==> src/dsw_regs.svh <==
// Constants for the serial DAC write port
`ifndef DSW_REGS_SVH
`define DSW_REGS_SVH
`define DSW_FRAME_WIDE 24
`define DSW_FRAME_NARROW 16
`define DSW_EXEC_WIDE 18
`define DSW_EXEC_NARROW 16
`define DSW_MODE_W 2
`define DSW_CODE_W 16
`define DSW_NARROW_CODE_W 14
`define DSW_CODE_RESET 16'h0000
`define DSW_MODE_RESET 2'h0
`define DSW_GAP_NS 20
`define DSW_CLK_NS 20
`define DSW_DIV_DEFAULT 4
`define DSW_SEL_HOLD_CYC ((`DSW_GAP_NS + `DSW_CLK_NS - 1) / `DSW_CLK_NS)
// Host command port
`define DSW_ADDR_CMD 4'h0
`define DSW_ADDR_STAT 4'h4
`define DSW_ADDR_ECHO 4'h8
`endif

==> src/dsw_pkg.sv <==
// Types for the two ends of the serial DAC write port: device power modes and host states
package dsw_pkg;
  typedef enum logic [1:0] {
    DSW_PWR_NORMAL = 2'h0,
    DSW_PWR_GND_1K = 2'h1,
    DSW_PWR_GND_100K = 2'h2,
    DSW_PWR_HIZ = 2'h3
  } dsw_pwr_t;
  typedef enum logic [1:0] {
    DSW_H_IDLE = 2'h0,
    DSW_H_SHIFT = 2'h1,
    DSW_H_GAP = 2'h3
  } dsw_host_st_t;
endpackage

==> src/dsw_link_if.sv <==
// Three-wire link between host master and DAC port
interface dsw_link_if;
  logic sync_n;
  logic sclk;
  logic sdin;
  modport host (output sync_n, output sclk, output sdin);
  modport dev (input sync_n, input sclk, input sdin);
endinterface

==> src/dsw_sync2.sv <==
// Two-flop synchroniser with falling-edge detect on the second stage
module dsw_sync2 #(
  parameter logic INIT = 1'b1
) (
  input wire logic clock,
  input wire logic rstn,
  input wire logic pin,
  output logic level,
  output logic fell
);
  logic s1_reg;
  logic s2_reg;
  logic s3_reg;
  always_ff @(posedge clock or negedge rstn) begin
    if (!rstn) begin
      s1_reg <= INIT;
      s2_reg <= INIT;
      s3_reg <= INIT;
    end else begin
      s1_reg <= pin;
      s2_reg <= s1_reg;
      s3_reg <= s2_reg;
    end
  end
  assign level = s2_reg;
  assign fell = s3_reg & ~s2_reg;
endmodule

==> src/dsw_dev.sv <==
// Device end: serial input shift register, DAC register and power mode
//
// Chosen here: the plain strobed port and the address map.
`include "dsw_regs.svh"
module dsw_dev #(
  parameter bit WIDE = 1'b1
) (
  input wire logic clock,
  input wire logic rstn,
  dsw_link_if.dev link,
  output logic [`DSW_CODE_W-1:0] dac_code,
  output dsw_pkg::dsw_pwr_t pwr_mode,
  output logic out_active,
  output logic update_pulse,
  output logic abort_pulse
);
  localparam int FRAME_W = WIDE ? `DSW_FRAME_WIDE : `DSW_FRAME_NARROW;
  localparam int EXEC_N = WIDE ? `DSW_EXEC_WIDE : `DSW_EXEC_NARROW;
  localparam int CNT_W = 5;
  localparam logic [CNT_W-1:0] EXEC_CNT = CNT_W'(EXEC_N);
  localparam logic [CNT_W-1:0] LAST_BEFORE = CNT_W'(EXEC_N - 1);

  logic sel_level;
  logic sel_fell;
  logic sclk_level;
  logic sclk_fell;
  logic din_level;
  dsw_sync2 #(.INIT(1'b1)) u_sel (
    .clock(clock), .rstn(rstn), .pin(link.sync_n), .level(sel_level), .fell(sel_fell));
  dsw_sync2 #(.INIT(1'b0)) u_sclk (
    .clock(clock), .rstn(rstn), .pin(link.sclk), .level(sclk_level), .fell(sclk_fell));
  dsw_sync2 #(.INIT(1'b0)) u_din (
    .clock(clock), .rstn(rstn), .pin(link.sdin), .level(din_level), .fell());

  // shift register of the variant's width
  logic [FRAME_W-1:0] shift_reg;
  logic [FRAME_W-1:0] shift_next;
  logic [CNT_W-1:0] cnt_reg;
  logic [CNT_W-1:0] cnt_next;
  logic armed_reg;
  logic armed_next;
  logic [`DSW_CODE_W-1:0] code_reg;
  logic [`DSW_CODE_W-1:0] code_next;
  dsw_pkg::dsw_pwr_t mode_reg;
  dsw_pkg::dsw_pwr_t mode_next;
  logic upd_reg;
  logic abt_reg;

  // only a fresh select fall arms the port
  wire start = sel_fell;
  // sample on each falling serial clock while armed and selected
  wire take_bit = armed_reg & ~sel_level & sclk_fell & ~start;
  // execute on the fixed edge count
  wire exec = take_bit & (cnt_reg == LAST_BEFORE);
  // select rise before the execute edge
  wire abort = armed_reg & sel_level;
  // msb first: new bit enters at the bottom
  wire [FRAME_W-1:0] shifted = {shift_reg[FRAME_W-2:0], din_level};

  // Full command word as seen at the execute edge, left aligned
  wire [EXEC_N-1:0] cmd_word = shifted[EXEC_N-1:0];
  wire [1:0] cmd_mode = cmd_word[EXEC_N-1 -: `DSW_MODE_W];
  wire [`DSW_CODE_W-1:0] cmd_code;
  generate
    if (WIDE) begin : g_wide
      // code bits follow the two mode bits
      assign cmd_code = cmd_word[`DSW_CODE_W-1:0];
    end else begin : g_narrow
      assign cmd_code = {2'h0, cmd_word[`DSW_NARROW_CODE_W-1:0]};
    end
  endgenerate

  always_comb begin
    shift_next = shift_reg;
    cnt_next = cnt_reg;
    armed_next = armed_reg;
    code_next = code_reg;
    mode_next = mode_reg;
    if (start) begin
      shift_next = '0;
      cnt_next = '0;
      armed_next = 1'b1;
    end else if (abort) begin
      // abort clears the shifter, leaves code and mode
      shift_next = '0;
      cnt_next = '0;
      armed_next = 1'b0;
    end else if (take_bit) begin
      shift_next = shifted;
      cnt_next = cnt_reg + CNT_W'(1);
      if (exec) begin
        // disarm; trailing bits are ignored until next fall
        armed_next = 1'b0;
        code_next = cmd_code;
        mode_next = dsw_pkg::dsw_pwr_t'(cmd_mode);
      end
    end
  end

  always_ff @(posedge clock or negedge rstn) begin
    if (!rstn) begin
      shift_reg <= '0;
      cnt_reg <= '0;
      armed_reg <= 1'b0;
      // zero code, normal mode after reset
      code_reg <= `DSW_CODE_RESET;
      mode_reg <= dsw_pkg::dsw_pwr_t'(`DSW_MODE_RESET);
      upd_reg <= 1'b0;
      abt_reg <= 1'b0;
    end else begin
      shift_reg <= shift_next;
      cnt_reg <= cnt_next;
      armed_reg <= armed_next;
      code_reg <= code_next;
      mode_reg <= mode_next;
      upd_reg <= exec & ~start;
      abt_reg <= abort & ~start;
    end
  end

  logic act_reg;
  always_ff @(posedge clock or negedge rstn) begin
    if (!rstn) begin
      act_reg <= 1'b1;
    end else begin
      act_reg <= (mode_next == dsw_pkg::DSW_PWR_NORMAL);
    end
  end

  assign dac_code = code_reg;
  assign pwr_mode = mode_reg;
  assign out_active = act_reg;
  assign update_pulse = upd_reg;
  assign abort_pulse = abt_reg;
  // EXEC_CNT documents the execute edge count in falling edges
  wire unused_ok = &{1'b0, EXEC_CNT};
endmodule

==> src/flat_wrapper.sv <==
// flat-port wrapper written by rule: the top's interface ports become plain ports
module dsw_dev_flat 
#(
  parameter bit WIDE = 1'b1
)
  (clock, rstn, dac_code, pwr_mode, out_active, update_pulse, abort_pulse, link_sync_n, link_sclk, link_sdin);
  dsw_link_if link_i ();
  input wire logic clock;
  input wire logic rstn;
  output logic [`DSW_CODE_W-1:0] dac_code;
  output dsw_pkg::dsw_pwr_t pwr_mode;
  output logic out_active;
  output logic update_pulse;
  output logic abort_pulse;
  input wire logic [$bits(link_i.sync_n)-1:0] link_sync_n;
  input wire logic [$bits(link_i.sclk)-1:0] link_sclk;
  input wire logic [$bits(link_i.sdin)-1:0] link_sdin;
  assign link_i.sync_n = link_sync_n;
  assign link_i.sclk = link_sclk;
  assign link_i.sdin = link_sdin;
  dsw_dev #(.WIDE(WIDE)) u_core (.clock(clock), .rstn(rstn), .link(link_i), .dac_code(dac_code), .pwr_mode(pwr_mode), .out_active(out_active), .update_pulse(update_pulse), .abort_pulse(abort_pulse));
endmodule
==> config.mk <==
export PLATFORM = sky130hd
export DESIGN_NAME = dsw_dev_flat
export DESIGN_NICKNAME = d
export VERILOG_FILES = /design/src/dsw_pkg.sv /design/src/dsw_link_if.sv /design/src/dsw_sync2.sv /design/src/dsw_dev.sv /design/src/flat_wrapper.sv
export VERILOG_INCLUDE_DIRS = /design/src
export SDC_FILE = /design/constraint.sdc
export NUM_CORES = 1
export LEC_CHECK = 0
export BUFFER_PORTS_ARGS = -buffer_cell sky130_fd_sc_hd__clkbuf_2
export CORE_MARGIN = 4
export CORE_UTILIZATION = 50
export DETAILED_ROUTE_END_ITERATION = 10
export PLACE_DENSITY_LB_ADDON = 0.15
export SYNTH_ARGS = -nofsm -noshare
export SYNTH_HDL_FRONTEND = slang
export SYNTH_SLANG_ARGS = --single-unit
export TNS_END_PERCENT = 1
==> constraint.sdc <==
create_clock -name clock -period 1.6 [get_ports clock]
set_input_delay 0.08 -clock clock [delete_from_list [all_inputs] [get_ports clock]]
set_output_delay 0.08 -clock clock [all_outputs]
set_load 0.01 [all_outputs]
==> out/metrics.yaml, run 1 <==
clk_pin_slew_ns: 0.09
clock_path_buffers: 2
dp_hpwl_um: 2510
critical_path_required_ns: 1.79
post_dp_cell_area_um2: 2330
total_leakage_power_uw: 0.00123
dieWidth_um: 71.9
setup-tns-final_ns: -0.832
synth_compound_area_share_pct: 11.3
root_buffer: "clkbuf_8"
drt_pass1_iterations: 4
p_total_uw: 2220
whs_ns: 0.291
maxCapViolations: 0
synth-adder-area-share_pct: 1.22
period_share_pct: 104
syn_nets: 156
power_frac_seq_pct: 60.4
rows: 22
grt_use_total_pct: 17.6
syn_inst: 149
cts_made_buffers: 5
p_per_area_nw_per_um2: 840
core_um2: 3800
startpoint_type: "register"
combPwrFrac_pct: 5.3
crit_path_end_kind: "register"
tritoncts: "done"
cp_max_fo: 5
grt_pass1_vias: 1412
largest_register_ffs: 17
skew_ns: 0.00441
synth_seq_cells: 52
drive_gt1_share_pct: 41.1
grt_max_degree: 53
tightest_slew_ns: 0.268
dr_total_vias: 1371
clock_latency_ns: 0.30
hold_class: "in -> async"
ioPinCount: 26
syn-cell-area_um2: 2040
diodes: 0
p_switching_uw: 493
worst-setup-path-type: "reg -> reg"
setup-violations-final: 18
postLayoutCellArea_um2: 2650
fin_ws_ns: -0.0582
port_buffers: 25
outcome: "complete, but fails checks"
relSlewSlack_pct: 82.1
yosysSeqAreaShare_pct: 63.9
ys_warn_count: 0
ctsHtreeMaxLevel: 2
antenna_found_initial: 0
violations: "setup timing"
synth-simple-area-share_pct: 7.41
wl_per_cell_um: 16.6
clkPwrFrac_pct: 34.4
layout_min_cycle_time_ns: 1.66
gp_congestion: 0.845
final_antenna_net_count: 0
final_core_util_pct: 69.7
drt_iter0_markers: 103
initial_core_util_pct: 53.8
slew_viol_final: 0
overflow: 0
postSynthAreaPerCell_um2: 13.7
hold_violations: 0
irDropWorstVdd_mv: 0.564
ys_types: 29
nets: 208
synth_top_family_by_area: "compound AO/OA/AOI/OAI gates"
vias_per_cell: 5.48
cts_sinks: 52
internal_power_uw: 1730
grt_first_pass_wirelength_um: 6960
syn2layout_area_growth_pct: 29.5
synth_xor_area_share_pct: 0
drt_wl_total_um: 4160
rsz0062_at_grt: "yes"
swShare_pct: 22.2
max_clock_freq_mhz: 603
muxShareOfSynthArea_pct: 10.5
drc: 0
arrival_ns: 1.85
fp.dieArea_um2: 5170
die_y_um: 71.9
==> cell type report <==
type	instances	area, um2
clock buffers	7	86.3
flip-flops and latches	52	1310
repair buffers	50	387
clock inverters	1	7.51
fillers	270	1150
multi-input cells	71	721
well taps	48	60.1
inverters	21	78.8
==> placed cells by master, fill, tap and decap left out, types with 2 or more instances in the layout <==
| cell | netlist | layout |
|---|---|---|
| dfrtp_1 | 48 | 48 |
| clkbuf_2 | 0 | 25 |
| inv_1 | 21 | 20 |
| mux2_4 | 0 | 19 |
| o32ai_1 | 17 | 17 |
| buf_4 | 0 | 13 |
| clkbuf_8 | 0 | 6 |
| dlygate4sd3_1 | 0 | 4 |
| dfstp_2 | 4 | 4 |
| nor2_1 | 3 | 3 |
| nand2_1 | 3 | 3 |
| o31ai_1 | 3 | 3 |
| nand3b_1 | 3 | 3 |
| a21oi_1 | 3 | 3 |
| buf_6 | 2 | 3 |
| buf_12 | 0 | 3 |
| nand3_1 | 2 | 2 |
| nand4b_1 | 2 | 2 |
| o21ai_0 | 2 | 2 |
| buf_8 | 0 | 2 |
==> power by group through the flow <==
stage                     logic, uW  registers [uW]  clock network, uW
after CTS                       115            1340                787
after detailed placement        105            1370                  0
after global placement          103            1360                  0
after global routing            130            1340                842
after floorplan                35.2            1370                  0
final                           117            1340                764
==> kinds of logic after synthesis <==
kind of cell             after synthesis
AND/OR/NAND/NOR                       21
adder cells (fa/ha/maj)                2
buffers and inverters                 26
flip-flops                            52
multiplexers                          19
AO/OA/AOI/OAI                         29
==> through the flow <==
step / setup slack (ns) / cells
4_1_cts: -0.0779 / 248
3_3_place_gp: -0.00959 / 231
3_5_place_dp: -0.0677 / 231
5_1_grt: -0.0981 / 250
2_1_floorplan: 0.0389 / 149
6_report: -0.0582 / 250
==> cells in the mapped netlist <==
cell / instances / area [um2]
a21boi_0: 1 / 7.51
a21boi_2: 1 / 11.3
a21o_1: 1 / 7.51
a21oi_1: 3 / 15.0
and2_1: 1 / 6.26
and4bb_4: 1 / 16.3
buf_2: 3 / 15.0
buf_6: 2 / 22.5
dfrtp_1: 48 / 1200
dfstp_2: 4 / 105
ha_1: 2 / 25.0
inv_1: 21 / 78.8
mux2_1: 1 / 11.3
mux2_2: 18 / 203
nand2_1: 3 / 11.3
nand2b_1: 1 / 6.26
nand3_1: 2 / 10.0
nand3b_1: 3 / 22.5
nand4b_1: 2 / 17.5
nand4bb_1: 1 / 11.3
nor2_1: 3 / 11.3
nor2_2: 1 / 6.26
nor3b_4: 1 / 18.8
o211ai_1: 1 / 7.51
o21ai_0: 2 / 10.0
o31ai_1: 3 / 22.5
o32ai_1: 17 / 149
or3_1: 1 / 6.26
or4_1: 1 / 7.51
==> final timing paths <==
kind / startpoint / end / slack, ns / depth (start not counted)
max: u_core.cnt_reg[1]$_DFFE_PN0P_ / u_core.dac_code[12]$_DFFE_PN0P_ / -0.06 / 7
min reg2reg: u_core.u_sel.s1_reg$_DFF_PN1_ / u_core.u_sel.level$_DFF_PN1_ / 0.36 / 0
max reg2reg: u_core.cnt_reg[1]$_DFFE_PN0P_ / u_core.dac_code[12]$_DFFE_PN0P_ / -0.06 / 7
min: rstn / u_core.cnt_reg[4]$_DFFE_PN0P_ / 0.29 / 3
min in group clock: u_core.u_sel.s1_reg$_DFF_PN1_ / u_core.u_sel.level$_DFF_PN1_ / 0.36 / 0
max in group asynchronous: rstn / u_core.u_sel.s3_reg$_DFF_PN1_ / 1.02 / 3
==> metal layers <==
metal  share of wire [%]  global-route usage [%]
met4                 2.9                    7.72
met2                  49                    29.4
met5                   0                       0
met3                 4.8                    4.71
met1                  43                    21.6
==> critical path, cell delays in order (launching register included) <==
cell and delay (ns):
dfrtp_1 0.41, inv_2 0.08, ha_4 0.13, nand4bb_4 0.12, nor3b_4 0.23, buf_6 0.15, buf_8 0.13, mux2_4 0.30
==> what timing repair did <==
action | CTS | global route
setup buffers | 3 | 2
gates cloned | 2 | 0
resized for setup | 29 | 3
hold buffers | 4 | 0
hold endpoints to repair | 51 | 0
setup endpoints to repair | 19 | 19
pin swaps | 1 | 1
No activity file was read; power rests on OpenSTA's default activity.
==> run 2, diff against run 1 <==
--- a/config.mk
+++ b/config.mk
@@ -11,6 +11,7 @@
 export CORE_UTILIZATION = 50
 export DETAILED_ROUTE_END_ITERATION = 10
 export PLACE_DENSITY_LB_ADDON = 0.15
+export REMOVE_ABC_BUFFERS = 1
 export SYNTH_ARGS = -nofsm -noshare
 export SYNTH_HDL_FRONTEND = slang
 export SYNTH_SLANG_ARGS = --single-unit
==> out/metrics.yaml, run 2 (synthesis gave the netlist of run 1 again) <==
overflow: 0  # unchanged
root_buffer: "clkbuf_8"  # unchanged
gp_congestion: 0.891  # was 0.845
final_core_util_pct: 64.5  # was 69.7%
critical_path_required_ns: 1.78  # was 1.79 ns
outcome: "complete, but fails checks"  # unchanged
skew_ns: 0.00814  # was 0.00441 ns
dp_hpwl_um: 2470  # was 2510 um
largest_register_ffs: 17  # unchanged
worst-path-stages: 6  # was 7
path_buf_inv: 2  # was 3
mostFrequentLayoutCell: "dfrtp_1"  # unchanged
total_leakage_power_uw: 0.00115  # was 0.00123 uW
crit_start: "u_core.cnt_reg[1]$_DFFE_PN0P_"  # unchanged
rows: 22  # unchanged
cp_top_family: "simple AND/OR/NAND/NOR gates"  # was flip-flops
hold_class: "in -> async"  # unchanged
cts_setup_buffers: 0  # was 3
tritoncts: "done"  # unchanged
diodes: 0  # unchanged
grt_use_total_pct: 15.1  # was 17.6%
drt_iter0_markers: 47  # was 103
drt_wl_total_um: 3450  # was 4160 um
place_ws_ns: -0.0928  # was -0.0677 ns
grt_first_pass_wirelength_um: 6140  # was 6960 um
p_total_uw: 2150  # was 2220 uW
cts_made_buffers: 5  # unchanged
clock_latency_ns: 0.29  # was 0.30 ns
fin_ws_ns: -0.0666  # was -0.0582 ns
dieWidth_um: 71.9  # unchanged
drt_pass1_iterations: 4  # unchanged
cts_sinks: 52  # unchanged
hold_violations: 0  # unchanged
ctsHtreeMaxLevel: 2  # unchanged
multi_input_area_um2: 624  # was 721 um2
fp.dieArea_um2: 5170  # unchanged
cp_slowest_cell: "dfrtp_1"  # unchanged
startpoint_type: "register"  # unchanged
max_clock_freq_mhz: 600  # was 603 MHz
irDropWorstVdd_mv: 0.530  # was 0.564 mV
rr_worst_depth: 6  # was 7
r2r-start: "u_core.cnt_reg[1]$_DFFE_PN0P_"  # unchanged
wl_per_cell_um: 14.2  # was 16.6 um
rr_endpoint: "u_core.dac_code[7]$_DFFE_PN0P_"  # was u_core.dac_code[12]$_DFFE_PN0P_
crit_path_end_kind: "register"  # unchanged
final-seq-area_um2: 1310  # unchanged
relSlewSlack_pct: 80.3  # was 82.1%
worst-setup-path-type: "reg -> reg"  # unchanged
cp_max_fo: 20  # was 5
port_buffers: 25  # unchanged
slew_viol_final: 0  # unchanged
core_um2: 3800  # unchanged
worstSetupEndpoint: "u_core.dac_code[7]$_DFFE_PN0P_"  # was u_core.dac_code[12]$_DFFE_PN0P_
dr_total_vias: 1306  # was 1,371
drc: 0  # unchanged
arrival_ns: 1.85  # about the same
maxCapViolations: 0  # unchanged
nets: 201  # was 208
antenna_found_initial: 0  # unchanged
ioPinCount: 26  # unchanged
final_antenna_net_count: 0  # unchanged
setup-violations-final: 19  # was 18
vias_per_cell: 5.37  # was 5.48
grt_max_degree: 25  # was 53
stdcell_count: 243  # was 250
p_per_area_nw_per_um2: 879  # was 840 nW/um2
rsz0062_at_grt: "yes"  # unchanged
rrSetupSlack_ns: -0.07  # was -0.06 ns
dp_cells: 231  # unchanged
period_share_pct: 104  # about the same
clk_pin_slew_ns: 0.09  # about the same
violations: "setup timing"  # unchanged
cp_slowest_stage_delay_ns: 0.40  # was 0.41 ns
n_fill_cell: 314  # was 270
die_y_um: 71.9  # unchanged
final_cell_mix: "dfrtp_1, clkbuf_2, inv_1"  # unchanged
grt_pass1_vias: 1380  # was 1,412
syn2layout_area_growth_pct: 19.9  # was 29.5%
layout_min_cycle_time_ns: 1.67  # was 1.66 ns
clock_path_buffers: 2  # unchanged
tightest_slew_ns: 0.296  # was 0.268 ns
drive_gt1_share_pct: 36.9  # was 41.1%
initial_core_util_pct: 53.8  # unchanged
worstPathCellList: "inv_2 > ha_1 > nand4bb_1 > nor3b_4 > buf_12 > mux2_2"  # was inv_2 > ha_4 > nand4bb_4 > nor3b_4 > buf_6 > buf_8 > mux2_4
-- run 2: changes by cell type in the layout (fill, tap and decap cells not counted), sizes merged --
cell	previous run	this run
clkinvlp	1	0
clkinv	0	1
buf	21	14
-- run 2: cell type report --
cell class | count | area share (%)
Clock buffer | 7 | 3.12
Timing Repair Buffer | 43 | 12.1
Sequential cell | 52 | 53.3
Inverter | 21 | 3.22
Multi-Input combinational cell | 71 | 25.5
Clock inverter | 1 | 0.358
Tap cell | 48 | 2.45
-- run 2: worst min path at each step --
stage,start,end,slack (ns),depth (start not counted)
3_3_place_gp,rstn,u_core.abort_pulse$_DFF_PN0_,-0.02,1
5_1_grt,rstn,u_core.cnt_reg[0]$_DFFE_PN0P_,0.20,2
4_1_cts,rstn,u_core.armed_reg$_DFFE_PN0P_,0.20,2
6_report,rstn,u_core.shift_reg[3]$_DFFE_PN0P_,0.19,2
2_1_floorplan,rstn,u_core.abort_pulse$_DFF_PN0_,-0.22,0
3_5_place_dp,rstn,u_core.abort_pulse$_DFF_PN0_,-0.02,1
-- run 2: what timing repair did --
action / 4_1_cts / 5_1_grt
endpoints found under the setup margin: 19 / 19
hold buffers: 4 / 0
endpoints found under the hold margin: 13 / 0
resized for setup: 1 / 1
-- run 2: through the flow --
step           hold slack (ns)  area [um2]  setup TNS, ns
2_1_floorplan           -0.216        2010          -5.06
3_3_place_gp           -0.0244        2320         -0.149
3_5_place_dp           -0.0199        2320          -1.50
4_1_cts                  0.196        2450          -1.43
5_1_grt                  0.203        2450          -2.88
6_report                 0.193        2450          -1.08
-- run 2: layer usage --
layer	share of wire [%]	GRT usage, %	vias up	wire [um]
li1	-	-	627	-
met1	46	19.6	634	1570
met2	47	24.2	36	1610
met3	5.7	4.29	9	195
met4	2.0	5.64	0	68
met5	0	0	-	0
-- run 2: power by group --
part	leakage, uW	switching [uW]	internal, uW
registers	0.000699	8.84	1330
clock network	0.0000424	394	313
logic	0.000413	66.3	41.8
total	0.00115	469	1690
